[config.mk]
export PLATFORM = sky130hd
export DESIGN_NAME = vlr_ctrl_regs
export DESIGN_NICKNAME = d
export VERILOG_FILES = /design/src/rtl/vlr_pkg.sv /design/src/rtl/vlr_sync_if.sv /design/src/rtl/vlr_ctrl_regs.sv /design/src/rtl/vlr_settle_timer.sv
export VERILOG_INCLUDE_DIRS = /design/src /design/src/rtl
export SDC_FILE = /design/constraint.sdc
export NUM_CORES = 1
export LEC_CHECK = 0
export BUFFER_PORTS_ARGS = -buffer_cell sky130_fd_sc_hd__buf_4
export CAP_MARGIN = 25
export CORE_MARGIN = 8
export CORE_UTILIZATION = 45
export DETAILED_ROUTE_END_ITERATION = 12
export PLACE_DENSITY_LB_ADDON = 0.12
export SLEW_MARGIN = 25
export SYNTH_ARGS = -nofsm -noshare
export SYNTH_HDL_FRONTEND = slang
export SYNTH_SLANG_ARGS = --single-unit
[constraint.sdc]
create_clock -name clk_in -period 3.7 [get_ports clk_in]
set_input_delay 0.37 -clock clk_in [delete_from_list [all_inputs] [get_ports clk_in]]
set_output_delay 0.37 -clock clk_in [all_outputs]
set_load 0.01 [all_outputs]
[src/rtl/vlr_consts.svh]
/*
 * Register offsets, field positions, reset values and timing counts
 * of the reference and low-voltage detect control block.
 * Assumes inclusion by bare name from the package and the top module.
 */
`ifndef VLR_CONSTS_SVH
`define VLR_CONSTS_SVH

// ****************************************
// Register indices and bus address width
// ****************************************
`define VLR_IDX_REF_CTRL      8'h9B
`define VLR_IDX_DET_CTRL      8'h9C
`define VLR_IDX_IRQ_STATUS    8'hA0
`define VLR_IDX_IRQ_ENABLE    8'hA1
`define VLR_IDX_IRQ_CLEAR     8'hA2
`define VLR_IDX_DEP_STATUS    8'hA3
`define VLR_IDX_DETECT_LEVEL  8'hA4
`define VLR_ADDR_W            10

// ****************************************
// Detect control fields
// ****************************************
`define VLR_DET_TRIP_LSB      0
`define VLR_DET_TRIP_MSB      3
`define VLR_DET_POWER_BIT     4
`define VLR_DET_STABLE_BIT    5
`define VLR_DET_WR_MASK       8'h1F
`define VLR_DET_TRIP_RESET    4'h5

// ****************************************
// Reference control fields
// ****************************************
`define VLR_REF_LOW_OE_BIT    4
`define VLR_REF_HIGH_OE_BIT   5
`define VLR_REF_LOW_EN_BIT    6
`define VLR_REF_HIGH_EN_BIT   7
`define VLR_REF_WR_MASK       8'hF0
`define VLR_REF_RESET         8'h00

// ****************************************
// Interrupt status bits
// ****************************************
`define VLR_IRQ_W             3
`define VLR_IRQ_DETECT_BIT    0
`define VLR_IRQ_STABLE_BIT    1
`define VLR_IRQ_TRIP_RSV_BIT  2

// ****************************************
// Timing and trip code range
// ****************************************
`define VLR_CLK_MHZ           250
`define VLR_SETTLE_US         20
`define VLR_SETTLE_CYCLES     (`VLR_SETTLE_US * `VLR_CLK_MHZ)
`define VLR_TRIP_MIN_CODE     4'h4
`define VLR_TRIP_MAX_CODE     4'hE

`endif

[src/rtl/vlr_pkg.sv]
/*
 * Types of the reference and low-voltage detect control block.
 * Assumes the constants header is on the include path.
 */
package vlr_pkg;
`include "vlr_consts.svh"

    typedef enum logic [1:0] {
        VLR_BUS_IDLE = 2'b00,
        VLR_BUS_ACK  = 2'b01
    } vlr_bus_e;

    typedef logic [7:0] vlr_byte_t;

endpackage

[src/rtl/vlr_sync_if.sv]
/*
 * Carrier between the top and its settle timer.
 * Assumes a single clock domain.
 */
`timescale 1ns/100ps

interface vlr_settle_if;
    logic power_on;
    logic stable;

    modport owner (output power_on, input stable);
    modport timer (input power_on, output stable);
endinterface

[src/rtl/vlr_ctrl_regs.sv]
/*
 * Control and status registers of the voltage reference and
 * low-voltage detect unit, with Avalon-MM slave and interrupt.
 * Assumes analog inputs arrive asynchronously and the core clock
 * runs at 250 MHz.
 */
// The implementer's own choice: the Avalon-MM interface to the registers.
// Contract
// - Bandgap powered while any consumer needs it
// - High reference on by either enable or users
// - Low reference on by either enable or users
// - High reference to pin when both bits
// - Low reference to pin when both bits
// - Output enable clear keeps reference internal
// - Unimplemented bits ignore writes, read zero
// - Reset values: trip 0101, enables clear
`timescale 1ns/100ps
`include "vlr_consts.svh"

module vlr_ctrl_regs
    import vlr_pkg::*;
#(
    parameter int SETTLE_CYCLES = `VLR_SETTLE_CYCLES
) (
    // Clock and reset
    input  wire logic                  clk_in,
    input  wire logic                  rstn_in,
    // Avalon-MM slave
    input  wire logic [`VLR_ADDR_W-1:0] avs_address_in,
    input  wire logic                  avs_read_in,
    input  wire logic                  avs_write_in,
    input  wire logic [31:0]           avs_writedata_in,
    input  wire logic [3:0]            avs_byteenable_in,
    output logic [31:0]                avs_readdata_out,
    output logic                       avs_waitrequest_out,
    // Consumers asking for the bandgap, and the detector trip input
    input  wire logic                  brownout_reset_en_in,
    input  wire logic                  converter_ref_req_in,
    input  wire logic                  low_voltage_detector_trip_in,
    // Analog control
    output logic                       bandgap_power_out,
    output logic                       high_reference_power_out,
    output logic                       low_reference_power_out,
    output logic                       detector_power_out,
    output logic [3:0]                 trip_point_out,
    output logic                       high_reference_pin_out,
    output logic                       low_reference_pin_out,
    // Interrupt
    output logic                       irq_out
);

    // Refuse a zero settle count
    if (SETTLE_CYCLES < 1) begin : g_bad_settle
        $error("SETTLE_CYCLES must be at least one");
    end


    // ****************************************
    // Input synchronisers
    // ****************************************
    logic [2:0] sync1_reg;
    logic [2:0] sync2_reg;

    always_ff @(posedge clk_in or negedge rstn_in) begin
        if (!rstn_in) begin
            sync1_reg <= 3'h0;
            sync2_reg <= 3'h0;
        end else begin
            sync1_reg <= {low_voltage_detector_trip_in, converter_ref_req_in,
                          brownout_reset_en_in};
            sync2_reg <= sync1_reg;
        end
    end

    logic brownout_s;
    logic converter_s;
    logic trip_s;
    assign brownout_s  = sync2_reg[0];
    assign converter_s = sync2_reg[1];
    assign trip_s      = sync2_reg[2];

    // ****************************************
    // Bus decode
    // ****************************************
    vlr_bus_e   bus_state_reg;
    logic [7:0] idx;
    logic       wr_take;
    logic       rd_take;
    logic [7:0] wbyte;

    assign idx     = avs_address_in[`VLR_ADDR_W-1:2];
    assign wbyte   = avs_byteenable_in[0] ? avs_writedata_in[7:0] : 8'h00;
    assign wr_take = avs_write_in && (bus_state_reg == VLR_BUS_ACK)
                     && avs_byteenable_in[0];
    assign rd_take = avs_read_in && (bus_state_reg == VLR_BUS_IDLE);

    // One wait cycle, answered at the second edge
    always_ff @(posedge clk_in or negedge rstn_in) begin
        if (!rstn_in) begin
            bus_state_reg <= VLR_BUS_IDLE;
        end else begin
            case (bus_state_reg)
                VLR_BUS_IDLE: begin
                    if (avs_read_in || avs_write_in) begin
                        bus_state_reg <= VLR_BUS_ACK;
                    end
                end
                VLR_BUS_ACK: begin
                    bus_state_reg <= VLR_BUS_IDLE;
                end
                default: begin
                    bus_state_reg <= VLR_BUS_IDLE;
                end
            endcase
        end
    end

    assign avs_waitrequest_out = (avs_read_in || avs_write_in)
                                 && (bus_state_reg != VLR_BUS_ACK);

    // ****************************************
    // Control registers
    // ****************************************
    logic [3:0] trip_reg;
    logic       det_power_reg;
    logic [3:0] ref_ctrl_reg;
    logic [`VLR_IRQ_W-1:0] irq_en_reg;
    logic [`VLR_IRQ_W-1:0] irq_stat_reg;

    always_ff @(posedge clk_in or negedge rstn_in) begin
        if (!rstn_in) begin
            trip_reg      <= `VLR_DET_TRIP_RESET;
            det_power_reg <= 1'b0;
        end else if (wr_take && idx == `VLR_IDX_DET_CTRL) begin
            trip_reg      <= wbyte[`VLR_DET_TRIP_MSB:`VLR_DET_TRIP_LSB];
            det_power_reg <= wbyte[`VLR_DET_POWER_BIT];
        end
    end

    always_ff @(posedge clk_in or negedge rstn_in) begin
        if (!rstn_in) begin
            ref_ctrl_reg <= 4'h0;
        end else if (wr_take && idx == `VLR_IDX_REF_CTRL) begin
            ref_ctrl_reg <= wbyte[7:4];
        end
    end

    always_ff @(posedge clk_in or negedge rstn_in) begin
        if (!rstn_in) begin
            irq_en_reg <= '0;
        end else if (wr_take && idx == `VLR_IDX_IRQ_ENABLE) begin
            irq_en_reg <= wbyte[`VLR_IRQ_W-1:0];
        end
    end

    logic high_en;
    logic low_en;
    logic high_oe;
    logic low_oe;
    assign high_en = ref_ctrl_reg[`VLR_REF_HIGH_EN_BIT-4];
    assign low_en  = ref_ctrl_reg[`VLR_REF_LOW_EN_BIT-4];
    assign high_oe = ref_ctrl_reg[`VLR_REF_HIGH_OE_BIT-4];
    assign low_oe  = ref_ctrl_reg[`VLR_REF_LOW_OE_BIT-4];

    // ****************************************
    // Power steering
    // ****************************************
    logic shared_users;
    logic bg_next;
    logic high_next;
    logic low_next;
    logic bg_reg;
    logic high_pwr_reg;
    logic low_pwr_reg;
    logic det_pwr_out_reg;
    logic high_pin_reg;
    logic low_pin_reg;
    logic [3:0] trip_out_reg;

    assign shared_users = det_power_reg || brownout_s;
    assign high_next = high_en || shared_users || low_en;
    assign low_next  = low_en || shared_users || high_en;
    assign bg_next   = det_power_reg || brownout_s || converter_s
                       || high_en || low_en;

    always_ff @(posedge clk_in or negedge rstn_in) begin
        if (!rstn_in) begin
            bg_reg          <= 1'b0;
            high_pwr_reg    <= 1'b0;
            low_pwr_reg     <= 1'b0;
            det_pwr_out_reg <= 1'b0;
            trip_out_reg    <= `VLR_DET_TRIP_RESET;
        end else begin
            bg_reg          <= bg_next;
            high_pwr_reg    <= high_next;
            low_pwr_reg     <= low_next;
            det_pwr_out_reg <= det_power_reg;
            trip_out_reg    <= trip_reg;
        end
    end

    always_ff @(posedge clk_in or negedge rstn_in) begin
        if (!rstn_in) begin
            high_pin_reg <= 1'b0;
            low_pin_reg  <= 1'b0;
        end else begin
            high_pin_reg <= high_oe && high_en;
            low_pin_reg  <= low_oe && low_en;
        end
    end

    assign bandgap_power_out        = bg_reg;
    assign high_reference_power_out = high_pwr_reg;
    assign low_reference_power_out  = low_pwr_reg;
    assign detector_power_out       = det_pwr_out_reg;
    assign trip_point_out           = trip_out_reg;
    assign high_reference_pin_out   = high_pin_reg;
    assign low_reference_pin_out    = low_pin_reg;

    // ****************************************
    // Bandgap settle timer
    // ****************************************
    vlr_settle_if st_if ();
    assign st_if.power_on = bg_reg;

    vlr_settle_timer #(
        .SETTLE_CYCLES (SETTLE_CYCLES)
    ) u_settle (
        .clk_in  (clk_in),
        .rstn_in (rstn_in),
        .st      (st_if.timer)
    );

    logic stable;
    logic stable_d_reg;
    assign stable = st_if.stable;

    // ****************************************
    // Interrupt status
    // ****************************************
    logic [`VLR_IRQ_W-1:0] ev;
    logic [`VLR_IRQ_W-1:0] clr;
    logic                  trip_rsv;

    assign trip_rsv = (trip_reg < `VLR_TRIP_MIN_CODE)
                      || (trip_reg > `VLR_TRIP_MAX_CODE);
    assign ev[`VLR_IRQ_DETECT_BIT]   = trip_s && det_power_reg && stable;
    assign ev[`VLR_IRQ_STABLE_BIT]   = stable && !stable_d_reg;
    assign ev[`VLR_IRQ_TRIP_RSV_BIT] = wr_take && idx == `VLR_IDX_DET_CTRL
        && ((wbyte[3:0] < `VLR_TRIP_MIN_CODE) || (wbyte[3:0] > `VLR_TRIP_MAX_CODE));
    assign clr = (wr_take && idx == `VLR_IDX_IRQ_CLEAR) ? wbyte[`VLR_IRQ_W-1:0] : '0;

    always_ff @(posedge clk_in or negedge rstn_in) begin
        if (!rstn_in) begin
            stable_d_reg <= 1'b0;
        end else begin
            stable_d_reg <= stable;
        end
    end

    // Set wins over clear
    always_ff @(posedge clk_in or negedge rstn_in) begin
        if (!rstn_in) begin
            irq_stat_reg <= '0;
        end else begin
            irq_stat_reg <= (irq_stat_reg & ~clr) | ev;
        end
    end

    assign irq_out = |(irq_stat_reg & irq_en_reg);

    // ****************************************
    // Read data
    // ****************************************
    logic [7:0] rd_byte;

    always_comb begin
        rd_byte = 8'h00;
        if (idx == `VLR_IDX_DET_CTRL) begin
            rd_byte = {2'b00, stable, det_power_reg, trip_reg};
        end else if (idx == `VLR_IDX_REF_CTRL) begin
            rd_byte = {ref_ctrl_reg, 4'h0};
        end else if (idx == `VLR_IDX_IRQ_STATUS) begin
            rd_byte = {5'h00, irq_stat_reg};
        end else if (idx == `VLR_IDX_IRQ_ENABLE) begin
            rd_byte = {5'h00, irq_en_reg};
        end else if (idx == `VLR_IDX_DEP_STATUS) begin
            rd_byte = {3'h0, low_pwr_reg, high_pwr_reg, det_pwr_out_reg,
                       bg_reg, trip_rsv};
        end else if (idx == `VLR_IDX_DETECT_LEVEL) begin
            rd_byte = {5'h00, converter_s, brownout_s, trip_s};
        end
    end

    logic [31:0] rdata_reg;

    always_ff @(posedge clk_in or negedge rstn_in) begin
        if (!rstn_in) begin
            rdata_reg <= 32'h0000_0000;
        end else if (rd_take) begin
            rdata_reg <= {24'h00_0000, rd_byte};
        end
    end

    assign avs_readdata_out = rdata_reg;

endmodule // vlr_ctrl_regs

[src/rtl/vlr_settle_timer.sv]
/*
 * Bandgap settle timer: raises stable a fixed count after power on.
 * Assumes power_on comes from logic on the same clock.
 */
`timescale 1ns/100ps

module vlr_settle_timer #(
    parameter int SETTLE_CYCLES = 5000
) (
    // Clock and reset
    input  wire logic  clk_in,
    input  wire logic  rstn_in,
    // Carrier
    vlr_settle_if.timer st
);

    localparam int CW = $clog2(SETTLE_CYCLES + 1);

    logic [CW-1:0] count_reg;
    logic          stable_reg;

    // Refuse a zero settle count
    if (SETTLE_CYCLES < 1) begin : g_bad_settle
        $error("SETTLE_CYCLES must be at least one");
    end

    // ****************************************
    // Counter
    // ****************************************
    always_ff @(posedge clk_in or negedge rstn_in) begin
        if (!rstn_in) begin
            count_reg <= '0;
        end else if (!st.power_on) begin
            count_reg <= '0;
        end else if (count_reg != CW'(SETTLE_CYCLES)) begin
            count_reg <= count_reg + CW'(1);
        end
    end

    always_ff @(posedge clk_in or negedge rstn_in) begin
        if (!rstn_in) begin
            stable_reg <= 1'b0;
        end else begin
            stable_reg <= st.power_on && (count_reg == CW'(SETTLE_CYCLES));
        end
    end

    assign st.stable = stable_reg;

endmodule // vlr_settle_timer

# After elaboration in Yosys (flattened, before gate mapping)
# Cells that the tools add are included.
[totals]
regBits = 56
input_bits = 53
elab_cells = 82
[op_classes]
add_sub_neg = 1
order_cmp = 4
n_eq_ne = 13
muxes = 12
bitwise_logic = 4
reduce_logical = 29
[op_table]
columns = ["operator", "count"]
rows = [
  ["equality test 8 bit (second input constant)", 7],
  ["two-way mux 13 bit", 2],
  ["two-way mux 8 bit", 3],
  ["logical AND 1 bit", 15],
  ["two-way mux 5 bit", 3],
  ["adder 13 x 1 -> 13 bit (second input constant)", 1],
  ["equality test 13 bit (second input constant)", 1],
  ["inequality test 13 bit (second input constant)", 1],
  ["logical OR 1 bit", 11],
  ["greater-than comparator 4 bit (second input constant)", 2],
  ["less-than comparator 4 x 3 -> 1 bit (second input constant)", 2],
  ["bitwise AND 3 bit", 2],
  ["two-way mux 3 bit", 2],
  ["inequality test 2 x 1 -> 1 bit (second input constant)", 3],
  ["two-way mux 2 bit", 2],
  ["inverter 3 bit", 1],
  ["bitwise OR 3 bit", 1],
  ["OR reduction 3 bit", 1],
  ["equality test 2 x 1 -> 1 bit (second input constant)", 1],
  ["zero test 2 bit", 1],
  ["zero test 1 bit", 1],
]

# Depth between registers and ports, before layout
[logic_depth]
word_depth = 8
depth_mapped = 7
mapped_depth_nobuf = 6

# Modules after synthesis
# Synthesis repeated with hierarchy kept, for this count alone.
[unflattened]
hier_cells = 242
hier_area_um2 = 2683.8
[by_module_without_submodules]
columns = ["module", "instances", "cells_each", "area_per_inst_um2", "seq_area_each_um2"]
rows = [
  ["vlr_ctrl_regs", 1, 168, 1953.1, 1031.0],
  ["vlr_settle_timer", 1, 74, 730.7, 350.3],
]

# Least setup slack after synthesis
# Ideal clock, no wire load.
[synth_path]
kind = "register to register"
from = "reg u_settle.count_reg[0]"
to = "reg u_settle.count_reg[1]"
setup_ns = 0.120
arrival_time_ns = 1.810
t_required_ns = 3.580
setup_slack_ns = 1.771
stages_incl_launch_ff = 8
path_cell_list = "dfrtp_1 inv_1 ha_1 or4b_1 or4_1 buf_2 mux2i_1 nor2_1"
[synth_between]
elab_chain_cells = 3
word_cells_on_any_way = 5
cone_classes = "1 x add/sub; 2 x eq/ne; 2 x mux"
[synth_lines]
columns = ["element", "line", "source"]
rows = [
  ["start: declaration", "vlr_settle_timer.sv:19", "logic [CW-1:0] count_reg;"],
  ["start signal: assignment", "vlr_settle_timer.sv:36", "count_reg <= count_reg + CW'(1);"],
  ["adder 13 x 1 -> 13 bit", "vlr_settle_timer.sv:36", ""],
  ["two-way mux 13 bit", "vlr_settle_timer.sv:35", "end else if (count_reg != CW'(SETTLE_CYCLES)) begin"],
  ["two-way mux 13 bit", "vlr_settle_timer.sv:33", "end else if (!st.power_on) begin"],
]
# Parallel ways exist; a longest one is shown, timed or not. The select of a mux whose other input is x is not followed.
# A chain may end at the register's enable or synchronous reset.

# Final worst setup path
# Ends and elaborated chain as after synthesis.

==> results.ini <==
[status]
status=complete, no violations

[setup_path]
rr_startpoint=u_settle.count_reg[0]$_DFFE_PN0N_
cp-end-kind=flip-flop
crit_fanout=5
cpPeakStageDelay_ns=0.62
cp-start-kind=flip-flop
critPathCapture=u_settle.count_reg[1]$_DFFE_PN0N_
cp.arrival_ns=2.23
crit_type=reg2reg
cp_cell_sequence=inv_1, ha_1, or4b_1, or4_1, mux2i_1, nor2_1
crit_required_ns=3.88
reg2reg_to=u_settle.count_reg[1]$_DFFE_PN0N_
cpMaxStageDelayCell=or4_1
startpoint=u_settle.count_reg[0]$_DFFE_PN0N_
rrSetupSlack_ns=1.65
rr_worst_depth=6

[sta]
max_freq_ghz=0.487
setup_slack_ns=1.65
hold_viol_final=0
layout_min_cycle_time_ns=2.05
worst_pin_slew_ns=0.680
setup_viol=0
whs_ns=0.0889
slew_viol_final=0
relSlewSlack_pct=54.7
fin_tns_setup_ns=0
min_period_over_period_pct=55.5
fin_skew_ns=0.0110
rsz0062_at_grt=false

[clock_tree]
clockBufferDepth=2
post_cts_buffers=0
ctsHoldBuffers=0
path_clk_slew_ns=0.10
clk_latency_ns=0.31
cts_max_level=2
clock-root-buffer=clkbuf_8
cts_tree=done
clock_sinks=55
cts.repair.resized=0
cts_buffers=5

[drt]
wl_um=5400
drt_iter0_drc=83
ant_nets=0
dr.pass1.iters=4
num_vias=1836
viasPerCell=4.96
drc=0
wire_per_inst_um=14.6

[layout]
n_antenna_cell=0
final_area_um2=3020
ff_latch_area_um2=1380
fin_nets=349
largest_reg_flops=13
multi_input_area_um2=1070
fin_util_pct=52.3
area_growth_pct=14.7
fillers=560
drive_gt1_share_pct=23.1
final_cells=370

[floorplan]
placement_rows=28
coreArea_um2=5780
die_width_um=92.5
start_util_pct=45.5
die_area_um2=8550
die_h_um=92.5
ios=97

[power_and_ir_drop]
p_leak_nw=1.39
pwr-share-seq_pct=57.6
combinationalPowerShare_pct=12.1
irDropWorstVdd_v=0.000278
p_per_area_nw_per_um2=378
switching_share_pct=27.2
power_frac_clock_pct=30.3
p_switching_mw=0.310
p_int_mw=0.830
power_mw=1.14

[placement]
placed_area_um2=2930
placed_cells=362
place_hpwl_um=4130
io_buffers=43
place_ws_ns=1.66
gp_congestion=0.783

[logic_synthesis]
synth_top_area_share_pct=48.5
synth.distinct_cells=47
yosys.cell_count.top_type=dfrtp_1
synth_edf_count=0
syn_area_per_cell_um2=10.4
seq_area_frac_synth_pct=52.5
synth_top_cell_by_area=dfrtp_1
synth_flop_cell=dfrtp_1
syn_inst=252
ys_warn_count=0
yosys-top-cells-count=dfrtp_1 (51), buf_4 (24), nor2_1 (24), inv_1 (16), nand2_1 (16)
netlist_top_cells_area=dfrtp_1 (48%), buf_4 (6.8%), dfstp_2 (4.0%)
syn-cell-area_um2=2630
synth-seq-cells=55
async_flop_share_pct=100

[grt]
grt_overflow=0
grt_pass1_wl_um=8880
grt_pass1_vias=1797
grt_max_degree=56
grt_usage_pct=13.0
antenna_found_initial=0

[flow_run]
max_cap_viol_count=0

[hold_path]
hold_class=in2async

==> placed cells by master (no fill, tap or decap), types with 5 or more instances in the layout <==
cell type	n
dfrtp_1	51
buf_4	43
nor2_1	24
conb_1	24
inv_1	16
nand2_1	16
nand3_1	11
o21ai_0	11
xnor2_1	8
nor3_1	5
a22oi_1	5
mux2_2	5
clkbuf_8	5
==> area by class of cell <==
class                      instances  area share (%)
clock buffer                       5            2.28
clock inverter                     3           0.870
inverter                          16            1.99
multi-input combinational        173            35.3
sequential                        55            45.7
tap                               75            3.11
timing repair buffer              43            10.7
==> how the worst min path moves through the flow <==
stage	end	slack (ns)	from
4_1_cts	high_reference_pin_out$_DFF_PN0_	0.11	rstn_in
3_5_place_dp	sync2_reg[2]$_DFF_PN0_	0.34	sync1_reg[2]$_DFF_PN0_
6_report	bus_state_reg[0]$_DFFE_PN0P_	0.09	rstn_in
5_1_grt	sync1_reg[1]$_DFF_PN0_	0.13	converter_ref_req_in
3_3_place_gp	sync2_reg[2]$_DFF_PN0_	0.33	sync1_reg[2]$_DFF_PN0_
2_1_floorplan	avs_readdata_out[0]$_DFFE_PN0P_	0.07	rstn_in
==> cells by family after synthesis <==
kind of cell | Yosys count | share of synthesized area, %
compound gates | 35 | 8.84
flops | 55 | 52.5
fa+ha+maj | 2 | 0.950
simple gates | 93 | 20.3
other cells | 1 | 0.142
xor+xnor | 10 | 3.33
buf+inv | 47 | 10.3
mux | 9 | 3.66
==> layer usage <==
metal | vias to the layer above | routed length [µm] | global-route usage, %
met5 | - | 0 | 0
met2 | 52 | 2510 | 20.6
met4 | 0 | 59 | 4.03
met1 | 873 | 2470 | 16.5
li1 | 906 | - | -
met3 | 5 | 363 | 4.13
==> worst max-delay path, delay by kind of cell (launching register included) <==
family,cells,cell delay [ns]
fa+ha+maj,1,0.13
buf+inv,1,0.08
flops,1,0.44
mux,1,0.19
simple gates,3,1.08
==> power by group through the flow <==
| stage | clock (mW) | combinational (mW) | sequential [mW] |
|---|---|---|---|
| after detailed placement | 0 | 0.139 | 0.668 |
| after global placement | 0 | 0.137 | 0.668 |
| final | 0.345 | 0.138 | 0.657 |
| after global routing | 0.388 | 0.156 | 0.661 |
| after floorplan | 0 | 0.102 | 0.663 |
| after CTS | 0.360 | 0.140 | 0.657 |
No activity file was read; power rests on OpenSTA's default activity.
